===== src/pkg/cbbc_pkg.sv =====
// constants, types and encodings for the branch-on-carry / clear-bit executor
package cbbc_pkg;

  // opcode patterns
  localparam logic [7:0]  OPC_BRANCH_ON_CARRY = 8'hE2;
  localparam logic [3:0]  OPC_CLEAR_BIT       = 4'h9;
  localparam logic [15:0] INSTR_NOP           = 16'h0000;

  // instruction word field positions
  localparam int OPC_HI     = 15;
  localparam int OPC_LO     = 8;
  localparam int NIB_LO     = 12;
  localparam int BIT_HI     = 11;
  localparam int BIT_LO     = 9;
  localparam int ABIT       = 8;
  localparam int LIT_HI     = 7;
  localparam int DATA_W     = 8;
  localparam int BANK_W     = 4;
  localparam int ADDR_W     = 12;

  // access bank split and indexed-literal window
  localparam logic [7:0]        ACCESS_SPLIT   = 8'h80;
  localparam logic [BANK_W-1:0] ACCESS_LO_PAGE = 4'h0;
  localparam logic [BANK_W-1:0] ACCESS_HI_PAGE = 4'hF;
  localparam logic [7:0]        INDEXED_LIMIT  = 8'h5F;

  // quarter phases of one instruction cycle
  typedef enum logic [1:0] {
    QP1 = 2'b00,
    QP2 = 2'b01,
    QP3 = 2'b10,
    QP4 = 2'b11
  } quarter_t;

  // instruction-cycle state: executing or idling after a taken branch
  typedef enum logic {
    ST_EXEC = 1'b0,
    ST_IDLE = 1'b1
  } exec_state_t;

  // data memory request, one word wide
  typedef struct packed {
    logic              rd;
    logic              wr;
    logic [ADDR_W-1:0] addr;
    logic [DATA_W-1:0] wdata;
  } mem_req_t;

endpackage


===== src/rtl/bank_addr_resolve.sv =====
// resolves an 8-bit register field to a 12-bit data-memory address
`timescale 1ns/1ps
module bank_addr_resolve (
  input  wire logic [7:0]                   reg_field,
  input  wire logic                         bank_flag,
  input  wire logic [cbbc_pkg::BANK_W-1:0]  bank_select_register,
  input  wire logic                         ext_en,
  input  wire logic [cbbc_pkg::ADDR_W-1:0]  index_base,
  output logic      [cbbc_pkg::ADDR_W-1:0]  addr
);

  // indexed mode wins over the plain access bank for low addresses
  always_comb begin
    if (bank_flag) begin
      addr = {bank_select_register, reg_field};
    end else if (ext_en && (reg_field <= cbbc_pkg::INDEXED_LIMIT)) begin
      addr = index_base + {{(cbbc_pkg::ADDR_W-8){1'b0}}, reg_field};
    end else if (reg_field < cbbc_pkg::ACCESS_SPLIT) begin
      addr = {cbbc_pkg::ACCESS_LO_PAGE, reg_field};
    end else begin
      addr = {cbbc_pkg::ACCESS_HI_PAGE, reg_field};
    end
  end

endmodule // bank_addr_resolve


===== src/rtl/carry_branch_bit_clear_exec.sv =====
// decode and execute of branch-on-carry and clear-register-bit, one clock per quarter
`timescale 1ns/1ps
module carry_branch_bit_clear_exec #(
  parameter int PC_W = 21
) (
  input  wire logic                          clk,
  input  wire logic                          arst_n,
  input  wire logic [15:0]                   instr,
  input  wire logic                          carry,
  input  wire logic [PC_W-1:0]               pc_next,
  input  wire logic [cbbc_pkg::BANK_W-1:0]   bank_select_register,
  input  wire logic                          ext_en,
  input  wire logic [cbbc_pkg::ADDR_W-1:0]   index_base,
  input  wire logic [cbbc_pkg::DATA_W-1:0]   mem_rdata,
  output cbbc_pkg::quarter_t                 quarter_q,
  output cbbc_pkg::exec_state_t              state_q,
  output logic                               pc_wr_q,
  output logic      [PC_W-1:0]               pc_target_q,
  output cbbc_pkg::mem_req_t                 mem_q
);

  logic [15:0]                 instr_q;
  logic                        taken_q;
  logic [cbbc_pkg::DATA_W-1:0] data_q;
  logic                        is_bc;
  logic                        is_bcf;
  logic                        raw_bcf;
  logic [cbbc_pkg::ADDR_W-1:0] res_addr;
  logic [cbbc_pkg::DATA_W-1:0] clr_mask;
  logic [PC_W-1:0]             offs_ext;
  logic [PC_W-1:0]             target_d;

  assign is_bc   = (instr_q[cbbc_pkg::OPC_HI:cbbc_pkg::OPC_LO] == cbbc_pkg::OPC_BRANCH_ON_CARRY);
  assign is_bcf  = (instr_q[cbbc_pkg::OPC_HI:cbbc_pkg::NIB_LO] == cbbc_pkg::OPC_CLEAR_BIT);
  assign raw_bcf = (instr[cbbc_pkg::OPC_HI:cbbc_pkg::NIB_LO] == cbbc_pkg::OPC_CLEAR_BIT);

  // signed offset doubled, sign carried up to the counter width
  assign offs_ext = {{(PC_W-9){instr_q[cbbc_pkg::LIT_HI]}}, instr_q[cbbc_pkg::LIT_HI:0], 1'b0};
  assign target_d = pc_next + offs_ext;

  // one-hot bit mask from the 3-bit index, one comparator per bit
  for (genvar i = 0; i < cbbc_pkg::DATA_W; i++) begin : g_mask
    assign clr_mask[i] = (instr_q[cbbc_pkg::BIT_HI:cbbc_pkg::BIT_LO] == 3'(i));
  end

  // address is resolved from the raw word so the read can go out in Q2
  bank_addr_resolve u_resolve (
    .reg_field            (instr[cbbc_pkg::LIT_HI:0]),
    .bank_flag            (instr[cbbc_pkg::ABIT]),
    .bank_select_register (bank_select_register),
    .ext_en               (ext_en),
    .index_base           (index_base),
    .addr                 (res_addr)
  );

  // quarter phase counter, free running
  always_ff @(posedge clk or negedge arst_n) begin
    if (!arst_n) begin
      quarter_q <= cbbc_pkg::QP1;
    end else begin
      unique case (quarter_q)
        cbbc_pkg::QP1: quarter_q <= cbbc_pkg::QP2;
        cbbc_pkg::QP2: quarter_q <= cbbc_pkg::QP3;
        cbbc_pkg::QP3: quarter_q <= cbbc_pkg::QP4;
        cbbc_pkg::QP4: quarter_q <= cbbc_pkg::QP1;
      endcase
    end
  end

  // a taken branch turns the following cycle into an idle one
  always_ff @(posedge clk or negedge arst_n) begin
    if (!arst_n) begin
      state_q <= cbbc_pkg::ST_EXEC;
    end else if (quarter_q == cbbc_pkg::QP4) begin
      unique case (state_q)
        cbbc_pkg::ST_EXEC: state_q <= taken_q ? cbbc_pkg::ST_IDLE : cbbc_pkg::ST_EXEC;
        cbbc_pkg::ST_IDLE: state_q <= cbbc_pkg::ST_EXEC;
      endcase
    end
  end

  // decode latch; the idle cycle sees a no-op so the prefetched word is flushed
  always_ff @(posedge clk or negedge arst_n) begin
    if (!arst_n) begin
      instr_q <= cbbc_pkg::INSTR_NOP;
    end else if (quarter_q == cbbc_pkg::QP1) begin
      instr_q <= (state_q == cbbc_pkg::ST_EXEC) ? instr : cbbc_pkg::INSTR_NOP;
    end
  end

  // carry sampled once, at the end of Q2
  always_ff @(posedge clk or negedge arst_n) begin
    if (!arst_n) begin
      taken_q <= 1'b0;
    end else if (quarter_q == cbbc_pkg::QP2) begin
      taken_q <= is_bc && carry;
    end else if (quarter_q == cbbc_pkg::QP4) begin
      taken_q <= 1'b0;
    end
  end

  // counter written during Q4 of the branch cycle
  always_ff @(posedge clk or negedge arst_n) begin
    if (!arst_n) begin
      pc_wr_q     <= 1'b0;
      pc_target_q <= '0;
    end else if (quarter_q == cbbc_pkg::QP3) begin
      pc_wr_q <= taken_q;
      if (taken_q) begin
        // target is pc_next plus twice n
        pc_target_q <= target_d;
      end
    end else begin
      pc_wr_q <= 1'b0;
    end
  end

  // read in Q2, modify in Q3, write in Q4; no flag output exists at all
  always_ff @(posedge clk or negedge arst_n) begin
    if (!arst_n) begin
      mem_q  <= '0;
      data_q <= '0;
    end else begin
      unique case (quarter_q)
        cbbc_pkg::QP1: begin
          mem_q.rd <= (state_q == cbbc_pkg::ST_EXEC) && raw_bcf;
          if ((state_q == cbbc_pkg::ST_EXEC) && raw_bcf) begin
            mem_q.addr <= res_addr;
          end
        end
        cbbc_pkg::QP2: begin
          mem_q.rd <= 1'b0;
          data_q   <= mem_rdata;
        end
        cbbc_pkg::QP3: begin
          mem_q.wr <= is_bcf;
          // only the selected bit goes low
          mem_q.wdata <= data_q & ~clr_mask;
        end
        cbbc_pkg::QP4: begin
          mem_q.wr <= 1'b0;
        end
      endcase
    end
  end
endmodule // carry_branch_bit_clear_exec


===== config.mk =====
export PLATFORM = sky130hd
export DESIGN_NAME = carry_branch_bit_clear_exec
export DESIGN_NICKNAME = d
export VERILOG_FILES = /design/src/pkg/cbbc_pkg.sv /design/src/rtl/bank_addr_resolve.sv /design/src/rtl/carry_branch_bit_clear_exec.sv
export SDC_FILE = /design/constraint.sdc
export NUM_CORES = 1
export LEC_CHECK = 0
export ABC_CLOCK_PERIOD_IN_PS = 2400
export BUFFER_PORTS_ARGS = -buffer_cell sky130_fd_sc_hd__clkbuf_2
export CORE_MARGIN = 2
export CORE_UTILIZATION = 52
export DETAILED_ROUTE_END_ITERATION = 8
export GPL_TIMING_DRIVEN = 0
export PLACE_DENSITY_LB_ADDON = 0.2
export SYNTH_ARGS = -nofsm -noshare
export SYNTH_HDL_FRONTEND = slang
export SYNTH_SLANG_ARGS = --single-unit

===== constraint.sdc =====
create_clock -name clk -period 2.4 [get_ports clk]
set_input_delay 0.48 -clock clk [delete_from_list [all_inputs] [get_ports clk]]
set_output_delay 0.48 -clock clk [all_outputs]
set_load 0.05 [all_outputs]

# After elaboration in Yosys (flattened, before gate mapping)

Index checks and enable logic that the tools add are counted.

Bits of input ports: 65
Register bits: 72
Output and inout port bits: 47
Logic and storage cells: 53

Order comparisons: 2
Add/sub/neg operators: 2
Equality and inequality tests: 13
Bitwise gates (word level): 3
Mux-type cells: 12
Reductions and logical operators: 10

Operators with widths:

| kind                                                                              | count |
|---|---|
| 12-bit two-way mux                                                                | 3 |
| 21-bit adder                                                                      | 1 |
| 16-bit two-way mux                                                                | 1 |
| 12-bit by 8-bit adder with 12-bit output                                          | 1 |
| 3-bit equality test (second input constant)                                       | 4 |
| 8-bit bitwise AND                                                                 | 1 |
| 4-bit equality test (second input constant)                                       | 2 |
| 8-bit equality test (second input constant)                                       | 1 |
| 8-bit by 7-bit less-or-equal comparator with 1-bit output (second input constant) | 1 |
| 8-bit less-than comparator (second input constant)                                | 1 |
| 8-bit NOT                                                                         | 1 |
| 2-bit one-hot mux with 4 select lines                                             | 1 |
| 3-bit by 2-bit equality test with 1-bit output (second input constant)            | 2 |
| 1-bit one-hot mux with 2 select lines                                             | 3 |
| 2-bit nonzero test                                                                | 3 |
| 2-bit equality test (second input constant)                                       | 2 |
| 1-bit two-way mux                                                                 | 4 |
| 2-bit AND reduction                                                               | 2 |
| 3-bit by 1-bit equality test with 1-bit output (second input constant)            | 1 |
| 1-bit logical AND                                                                 | 3 |
| 3-bit zero test                                                                   | 1 |
| 2-bit by 1-bit equality test with 1-bit output (second input constant)            | 1 |
| 2-bit zero test                                                                   | 1 |
| 1-bit NOT                                                                         | 1 |

# Longest topological paths before layout

Gate-level depths: netlist (run 1).

Depth in word-level cells: 4
Depth in mapped cells: 10

# Cells and area by module

From an unflattened synthesis (run 1), not the netlist that was laid out.

Cells, all modules: 443
Area total of the unflattened synthesis: 4364.2 um^2

Modules (own cells, without submodules):

| module                      | times used | cells an instance | area each (um^2) | sequential area each (um^2) |
|---|---|---|---|---|
| carry_branch_bit_clear_exec | 1          | 366               | 3823.7           | 1801.7 |
| bank_addr_resolve           | 1          | 77                | 540.5            | 0.0 |

# Worst setup path after synthesis (run 1)

No wires, ideal clock.

Path kind: input to register
Start point: input port pc_next[1]
End point: register pc_target_q[13]
Data arrival time: 2.182 ns
Library setup time: 0.136 ns
Data required time: 2.264 ns
Setup slack: 0.082 ns
Stages: 8
Path through: ha_1 fa_1 a21o_1 a311oi_1 o21ai_1 a31oi_2 xor2_1 o21ai_0

Longest elaborated chain between the ends: 1

Ends and longest elaborated chain:

| what                 | RTL line                           | RTL |
|---|---|---|
| from (decl)          | carry_branch_bit_clear_exec.sv:10  | `input wire logic [PC_W-1:0] pc_next,` |
| 21-bit adder         | carry_branch_bit_clear_exec.sv:39  | `assign target_d = pc_next + offs_ext;` |
| to (signal assigned) | carry_branch_bit_clear_exec.sv:111 | `pc_target_q <= target_d;` |
| to (decl)            | carry_branch_bit_clear_exec.sv:18  | `output logic [PC_W-1:0] pc_target_q,` |

Every way passes these cells.
A chain may end at the register's enable or synchronous reset.

# Worst setup path in the final report (run 1)

Start point: register instr_q[7]
End point: register pc_target_q[20]

Longest elaborated chain between the ends: 1

Ends and longest elaborated chain:

| what                   | RTL line                          | RTL |
|---|---|---|
| from (decl)            | carry_branch_bit_clear_exec.sv:22 | `logic [15:0] instr_q;` |
| from (signal assigned) | carry_branch_bit_clear_exec.sv:85 | `instr_q <= cbbc_pkg::INSTR_NOP;` |
| from (signal assigned) | carry_branch_bit_clear_exec.sv:87 | `instr_q <= (state_q == cbbc_pkg::ST_EXEC) ? instr : cbbc_pkg::INSTR_NOP;` |
| 21-bit adder           | carry_branch_bit_clear_exec.sv:39 |  |

Every way passes these cells.

==> results of run 1 <==
sequential cells by signal, indices dropped and copies added (netlist names):
| register | flops |
|---|---|
| pc_target_q | 21 |
| mem_q | 22 |
| taken_q | 1 |
| quarter_q | 2 |
| state_q | 1 |
| instr_q | 16 |
| data_q | 8 |
| pc_wr_q | 1 |
cell families after synthesis:
group,after synthesis,synth area share (%)
AOI/OAI and AO/OA,139,20.62
and+or+nand+nor,139,14.99
DFF,72,42.17
buffers and inverters,57,5.183
adders and majority gates,33,10.01
xor gates and xnor gates,18,3.690
muxes,13,3.338
final timing paths:
path	from	endpoint	slack, ns	cells after the start
max in group asynchronous	arst_n	instr_q[7]	1.82	2
max reg2reg	instr_q[7]	pc_target_q[20]	0.06	9
max	instr_q[7]	pc_target_q[20]	0.06	9
min in group clk	pc_next[0]	pc_target_q[0]	0.33	3
min reg2reg	pc_target_q[15]	pc_target_q[15]	0.48	2
min	arst_n	pc_target_q[3]	0.02	1
placed cells by master (no fill, tap or decap), drive strengths merged, types with 11 or more instances in the layout:
cell type and n:
dfrtp 72, a21oi 28, ha 31, nor2 21
buf 15, o21ai 47, clkbuf 134, xor2 14
nand2 64, inv 41, o22ai 11
power groups by stage:
stage	Combinational [mW]	Sequential, mW	Clock, mW
2_1_floorplan	0.334	1.51	0
3_3_place_gp	0.709	1.35	0
3_5_place_dp	0.726	1.35	0
4_1_cts	0.743	1.33	1.17
5_1_grt	0.852	1.33	1.23
6_report	0.774	1.33	1.14
repair_timing:
action | in CTS | in global routing
pin swaps | 2 | 6
buffers inserted | 0 | 8
endpoints found under the setup margin | 6 | 8
resized for setup | 6 | 13
cell type report:
class	instances	area [um2]
buffer	20	85.08
clock buffer	9	123.9
clock inverter	7	107.6
fill	718	2728
inverter	37	138.9
multi-input combinational	342	2313
sequential	72	1803
tap	105	131.4
timing repair buffer	120	661.9
Yosys cell counts (all sizes together) (2+ instances only):
library cell	number
nor3	10
nor2b	6
a311oi	2
nor4	2
nand4	8
nand3	10
xor2	14
ha	31
or3	3
a21oi	28
a21o	4
mux2	10
nand2	64
o31ai	9
o221ai	3
a31oi	5
mux2i	3
o211ai	4
o22ai	11
a22oi	2
o21ai	47
and3	5
fa	2
inv	37
xnor2	4
nand2b	4
dfrtp	72
clkbuf	14
buf	6
nor2	21
o21a	5
a21boi	3
o311ai	6
metal layers:
metal  part of all wire, %  wire length, um  vias up
met1                    45             4839     1802
met3                   5.1              544       11
met5                     0                0        -
li1                      -                -     1943
met4                   1.2              131        0
met2                    49             5214      111
==> flow_metrics.py, run 1 <==
metrics = {
    "status": {
        "outcome": "complete, no violations",
    },
    "clocking": {
        "cts_root_buf": "clkbuf_8",
        "clock_latency_ns": 0.35,
        "numCtsBuffers": 9,
        "clockBufferDepth": 2,
        "path_clk_slew_ns": 0.09,
        "cts_tree": "yes",
        "postCtsHoldBufs": 0,
        "htree_levels": 3,
        "cts_sinks": 72,
    },
    "critical_path": {
        "critPathKind": "flop to flop",
        "endpoint_kind": "flop",
        "worstPathArrival_ns": 2.55,
        "path_buf_inv": 2,
        "crit_path_cell_trace": "buf_6 > ha_1 > buf_4 > a21oi_2 > o21ai_2 > or3_1 > o211ai_1 > a21o_1 > a31oi_1",
        "crit_slowest_cell": "dfrtp_2",
        "crit_family": "compound AO/OA/AOI/OAI gates",
        "max_stage_delay_ns": 0.49,
        "worstPathMaxFanout": 7,
        "start_kind": "flop",
        "cp_data_required_time_ns": 2.61,
    },
    "global_route": {
        "gr-total-overflow": 0,
        "antenna_found_initial": 0,
        "grt_max_degree": 56,
        "grt_pass1_wl_um": 17140,
        "use_met3_pct": 5.587,
        "grt.busiest_layer": "met2",
        "met1_usage_pct": 32.25,
        "grt_pass1_vias": 3672,
        "track_usage_pct": 24.39,
        "gr-usage-met2_pct": 40.13,
    },
    "pwr": {
        "p_comb_share_pct": 23.9,
        "powerDensity_mw_per_mm2": 604.2,
        "p_total_mw": 3.242,
        "p_int_mw": 2.161,
        "p_switching_mw": 1.080,
        "switching_share_pct": 33.32,
        "p_seq_share_pct": 40.9,
        "clkPwrFrac_pct": 35.2,
        "vdd_drop_max_mv": 0.3441,
        "p_leak_nw": 2.614,
    },
    "synth": {
        "avgSynthCellArea_um2": 9.072,
        "synth.largest_area_cell": "dfrtp_1",
        "netlist_area_mm2": 0.004273,
        "synthCells": 471,
        "yosysTopAreaCellShare_pct": 42.17,
        "yosysSeqAreaShare_pct": 42.17,
        "synth_edf_count": 0,
        "synth_seq_cells": 72,
        "synthArstFlopShare_pct": 100.0,
        "synth_fp_nets": 569,
        "yosysWarnings": 0,
        "ys_top_cells_by_area": "dfrtp_1 (42%), ha_1 (9.1%), nand2_1 (5.6%)",
        "synth-main-ff-cell": "dfrtp_1",
        "synth_cell_type_count": 54,
    },
    "finish": {
        "postLayoutCoreUtil_pct": 66.30,
        "area_delta_synth_final_pct": 25.56,
        "drive_gt1_share_pct": 27.68,
        "diodes": 0,
        "stdcell_area_mm2": 0.005365,
        "final_cells": 712,
        "final_nets": 700,
    },
    "floorplan": {
        "io_pins": 112,
        "core_mm2": 0.008093,
        "die_w_um": 94.65,
        "floorplan.initialDensity_pct": 52.80,
        "die-area_mm2": 0.008958,
        "die_h_um": 94.65,
        "rows": 33,
    },
    "timing": {
        "drv_slew": 0,
        "finalWorstSetupSlack_ns": 0.05843,
        "setup_viol": 0,
        "rsz0062_at_grt": "yes",
        "timing.hold.ws_ns": 0.02168,
        "period_share_pct": 97.57,
        "max_freq_mhz": 427.1,
        "tns_ns": 0,
        "finalHoldViolCount": 0,
        "fin_worst_skew_ns": 0.01423,
        "worst_pin_slew_ns": 0.5301,
        "slew_headroom_pct": 63.75,
        "period_needed_ns": 2.342,
    },
    "drt": {
        "drtIter0Drc": 180,
        "drc": 0,
        "ant_nets": 0,
        "wl_per_cell_um": 15.07,
        "drt-pass1-iter-count": 4,
        "routed_via_density": 5.431,
        "vias": 3867,
        "wirelength_um": 10730,
    },
    "flow_run": {
        "cap_violations": 0,
    },
    "place": {
        "dp_cells": 688,
        "place_ws_ns": -0.3561,
        "numPortBuffers": 111,
        "gp_congestion": 0.9158,
        "dp_hpwl_um": 7989,
        "place_area_mm2": 0.004990,
    },
    "hold_path": {
        "hold_class": "input port to asynchronous set/reset pin",
    },
}
(Power assumes the default switching activity.)
==> inputs of run 2 (changes only) <==
- CORE_ASPECT_RATIO: not set -> 1.25
==> flow_metrics.py, run 2 (synthesis gave the netlist of run 1 again) <==
metrics = {
    "floorplan": {
        "io_pins": 112,
        "die_h_um": 105.3,
        "core_mm2": 0.007883,
        "die_w_um": 85.08,
        "die-area_mm2": 0.008962,
        "floorplan.initialDensity_pct": 54.21,
        "rows": 36,
    },
    "drt": {
        "wirelength_um": 10740,
        "drc": 0,
        "met3_wirelength_um": 646,
        "vias": 4019,
        "routed_via_density": 5.725,
        "wl_per_cell_um": 15.30,
        "drtIter0Drc": 172,
        "wl_met2_um": 5299,
        "dr.max_layer_used": "met4",
        "met1_length_um": 4505,
        "drt-pass1-iter-count": 4,
        "ant_nets": 0,
    },
    "status": {
        "outcome": "complete, no violations",
    },
    "critical_path": {
        "crit_slowest_cell": "dfrtp_1",
        "crit_path_cell_trace": "ha_2 > fa_2 > a21o_1 > a311oi_2 > buf_4 > nor4_2 > o21ai_1 > a21boi_1 > o31ai_1",
        "critPathKind": "flop to flop",
        "worstPathMaxFanout": 3,
        "max_stage_delay_ns": 0.39,
        "worstPathArrival_ns": 2.60,
        "endpoint_kind": "flop",
        "start_kind": "flop",
        "r2r_setup_slack_ns": 0.07,
        "cp_data_required_time_ns": 2.68,
    },
    "timing": {
        "slew_headroom_pct": 61.85,
        "drv_slew": 0,
        "worst_pin_slew_ns": 0.5723,
        "fin_worst_skew_ns": 0.01361,
        "rsz0062_at_grt": "yes",
        "finalHoldViolCount": 0,
        "period_needed_ns": 2.327,
        "period_share_pct": 96.98,
        "tns_ns": 0,
        "setup_viol": 0,
        "max_freq_mhz": 429.7,
    },
    "clocking": {
        "cts_root_buf": "clkbuf_8",
        "cts_tree": "yes",
        "cts_sinks": 72,
        "clock_latency_ns": 0.36,
        "htree_levels": 3,
        "clockBufferDepth": 2,
        "path_clk_slew_ns": 0.09,
        "numCtsBuffers": 9,
    },
    "pwr": {
        "vdd_drop_max_mv": 0.3784,
        "powerDensity_mw_per_mm2": 591.8,
        "p_leak_nw": 2.605,
        "p_total_mw": 3.151,
    },
    "finish": {
        "final_cell_mix": "clkbuf_2 (112), dfrtp_1 (71), nand2_1 (64)",
        "final_common_cell": "clkbuf_2",
        "area_delta_synth_final_pct": 24.60,
        "regMostFlops": "mem_q",
        "largest_reg_flops": 22,
        "stdcell_area_mm2": 0.005324,
        "final_cells": 702,
        "final_nets": 700,
        "top_regs": "mem_q: 22 flops, pc_target_q: 21 flops, instr_q: 16 flops",
        "drive_gt1_share_pct": 27.84,
        "diodes": 0,
    },
    "place": {
        "numPortBuffers": 111,
        "dp_cells": 678,
        "dp_hpwl_um": 7960,
        "gp_congestion": 0.9000,
        "place_area_mm2": 0.004977,
    },
    "flow_run": {
        "cap_violations": 0,
    },
    "global_route": {
        "track_usage_pct": 24.02,
        "antenna_found_initial": 0,
        "gr-total-overflow": 0,
        "grt_pass1_wl_um": 17370,
        "grt_max_degree": 58,
        "grt_pass1_vias": 3916,
    },
    "hold_path": {
        "hold_class": "input port to asynchronous set/reset pin",
    },
}
## run 2: critical path: cells and delay by family (launching register included)
family          cells  cell delay, ns
flops               1            0.39
buf+inv             1            0.18
fa+ha+maj           2            0.55
compound gates      5            1.07
simple gates        1            0.05
## run 2: report_power, final
| part | switching [mW] | total, mW | internal (mW) |
|---|---|---|---|
| clock | 0.540 | 1.04 | 0.504 |
| sequential | 0.0445 | 1.33 | 1.28 |
| combinational | 0.506 | 0.781 | 0.275 |
## run 2: cell type report
cell class	count	area (um2)
Clock inverter	7	85.08
Sequential cell	72	1803
Tap cell	95	118.9
Fill cell	651	2559
Clock buffer	9	123.9
Timing Repair Buffer	120	661.9
Multi-Input combinational cell	342	2301
Buffer	20	91.34
Inverter	37	138.9
## run 2: metal layers
metal	global-route usage, %	vias to the layer above
met5	0	-
met4	11.11	0
met3	4.620	28
met2	40.07	163
met1	29.80	1878
li1	-	1950
## run 2: repair_timing
item / CTS / global route
setup endpoints to repair: 7 / 6
setup buffers: 1 / 7
cloned: 0 / 0
hold buffers: 0 / 0
resized for setup: 5 / 18
pin swaps: 2 / 11
## run 2: stage by stage
step	utilization (%)	hold slack (ns)	setup slack, ns
after detailed placement	63.14	0.3941	-0.4377
final	67.54	0.003624	0.07253
after CTS	66.22	0.0007452	0.01843
after global placement	62.76	0.4621	-0.3198
after floorplan	-	0.1844	0.08222
after global routing	67.54	0.007974	-0.02647
## run 2: path summary, 6_finish.rpt
kind,start,cells past startpoint,to
worst max-delay path,instr_q[0],9,pc_target_q[19]
worst min-delay path,arst_n,1,pc_target_q[11]
worst max register to register,instr_q[0],9,pc_target_q[19]
worst min register to register,pc_target_q[19],2,pc_target_q[19]
max in group asynchronous,arst_n,2,instr_q[7]
min in group clk,pc_next[0],3,pc_target_q[0]
==> inputs of run 3 (changes only) <==
- PLACE_DENSITY: not set -> 0.79
- PLACE_DENSITY_LB_ADDON: 0.2 -> not set
==> flow_metrics.py, run 3 (synthesis gave the netlist of run 1 again) <==
metrics = {
    "status": {
        "outcome": "complete, no violations",
    },
    "global_route": {
        "grt_pass1_wl_um": 17700,
        "gr-total-overflow": 0,
        "track_usage_pct": 24.62,
        "grt_pass1_vias": 3885,
        "antenna_found_initial": 0,
        "grt_max_degree": 61,
    },
    "place": {
        "numPortBuffers": 111,
        "dp_hpwl_um": 8261,
        "gp_congestion": 0.9021,
    },
    "timing": {
        "fin_worst_skew_ns": 0.007158,
        "max_freq_mhz": 433.8,
        "period_share_pct": 96.06,
        "worst_pin_slew_ns": 0.6229,
        "tns_ns": 0,
        "slew_headroom_pct": 58.48,
        "finalHoldViolCount": 0,
        "setup_viol": 0,
        "period_needed_ns": 2.305,
        "drv_slew": 0,
    },
    "finish": {
        "top_regs": "mem_q: 22 flops, pc_target_q: 21 flops, instr_q: 16 flops",
        "final_common_cell": "clkbuf_2",
        "diodes": 0,
        "largest_reg_flops": 22,
        "final_nets": 699,
        "multiInputGateArea_mm2": 0.002293,
        "drive_gt1_share_pct": 26.90,
        "regMostFlops": "mem_q",
        "final_cell_mix": "clkbuf_2 (112), dfrtp_1 (71), nand2_1 (64)",
        "area_delta_synth_final_pct": 24.22,
        "fillers": 635,
        "area.sequential_mm2": 0.001803,
    },
    "critical_path": {
        "cp_data_required_time_ns": 2.62,
        "critPathKind": "flop to flop",
        "crit_path_cell_trace": "buf_4 > ha_1 > nand2_1 > o21ai_0 > or3_1 > o211ai_1 > a21o_1 > a31oi_1",
        "worstPathArrival_ns": 2.53,
        "crit_slowest_cell": "dfrtp_2",
        "worstPathMaxFanout": 7,
        "endpoint_kind": "flop",
        "max_stage_delay_ns": 0.49,
        "start_kind": "flop",
    },
    "clocking": {
        "path_clk_slew_ns": 0.08,
        "clockBufferDepth": 2,
        "clock_latency_ns": 0.36,
        "cts_tree": "yes",
        "numCtsBuffers": 9,
        "cts_sinks": 72,
        "htree_levels": 3,
        "cts_root_buf": "clkbuf_8",
    },
    "drt": {
        "drtIter0Drc": 223,
        "ant_nets": 0,
        "wl_per_cell_um": 15.73,
        "drt-pass1-iter-count": 5,
        "wirelength_um": 11030,
        "vias": 4004,
        "drc": 0,
        "routed_via_density": 5.712,
    },
    "floorplan": {
        "floorplan.initialDensity_pct": 54.21,
        "io_pins": 112,
        "die_h_um": 105.3,
        "core_mm2": 0.007883,
        "die-area_mm2": 0.008962,
        "die_w_um": 85.08,
        "rows": 36,
    },
    "pwr": {
        "p_leak_nw": 2.599,
        "p_total_mw": 3.205,
        "vdd_drop_max_mv": 0.3912,
        "powerDensity_mw_per_mm2": 603.9,
    },
    "hold_path": {
        "hold_class": "input port to flop",
    },
    "flow_run": {
        "cap_violations": 0,
    },
}
run 3: cell types whose count changed in the layout (fill, tap and decap cells not counted), moves of 2 or more:
cell,change
a21oi_1,+2
a21oi_2,-2
buf_6,-2
inv_6,-2
run 3: layout make-up:
type | count | share of cell area, %
buffer | 20 | 1.603
clock inverter | 6 | 1.697
timing repair buffer | 119 | 12.07
sequential | 72 | 33.97
tap | 95 | 2.240
clock buffer | 10 | 2.593
multi-input combinational | 342 | 43.21
inverter | 37 | 2.617
run 3: report_power, final:
group,total (mW),internal (mW),switching [mW]
Sequential,1.33,1.28,0.0487
Combinational,0.764,0.266,0.499
Clock,1.11,0.619,0.492
run 3: worst max-delay path, delay by kind of cell (launching register included):
kind / cells / cell delay, ns
flip-flops: 1 / 0.49
AO/OA/AOI/OAI: 4 / 0.68
adder cells (fa/ha/maj): 1 / 0.36
AND/OR/NAND/NOR: 2 / 0.44
buffers and inverters: 1 / 0.20
run 3: stage by stage:
stage	hold WS, ns	std cells	setup WS [ns]	util, %	instance area (um2)
floorplan	0.1844	471	0.08222	-	4273
global placement	0.4599	677	-0.2908	62.76	4947
detailed placement	0.3797	678	-0.3489	63.14	4977
CTS	0.3015	695	0.005529	66.41	5235
global route	0.3262	701	-0.01253	67.33	5308
finish	0.3160	701	0.09455	67.33	5308
run 3: timing repair:
| action | in CTS | in global routing |
|---|---|---|
| buffers inserted | 0 | 6 |
| pin swaps | 1 | 8 |
| hold buffers | 1 | 0 |
| gates resized for setup | 4 | 10 |
| endpoints found under the setup margin | 6 | 6 |
| hold endpoints to repair | 12 | 0 |
run 3: metal layers:
layer	vias up	share of wire [%]	global-route usage (%)
li1	1943	-	-
met1	1861	39	29.36
met2	173	51	42.58
met3	27	6.9	5.012
met4	0	3.0	10.54
met5	-	0	0
run 3: worst paths after layout:
path	from	to	slack, ns	cells past startpoint
setup / recovery	instr_q[7]	pc_target_q[20]	0.09	8
hold / removal	pc_next[0]	pc_target_q[0]	0.32	3
setup reg to reg	instr_q[7]	pc_target_q[20]	0.09	8
hold reg to reg	pc_target_q[9]	pc_target_q[9]	0.48	2
max in group asynchronous	arst_n	instr_q[7]	1.30	3
min in group asynchronous	arst_n	pc_target_q[11]	0.53	2
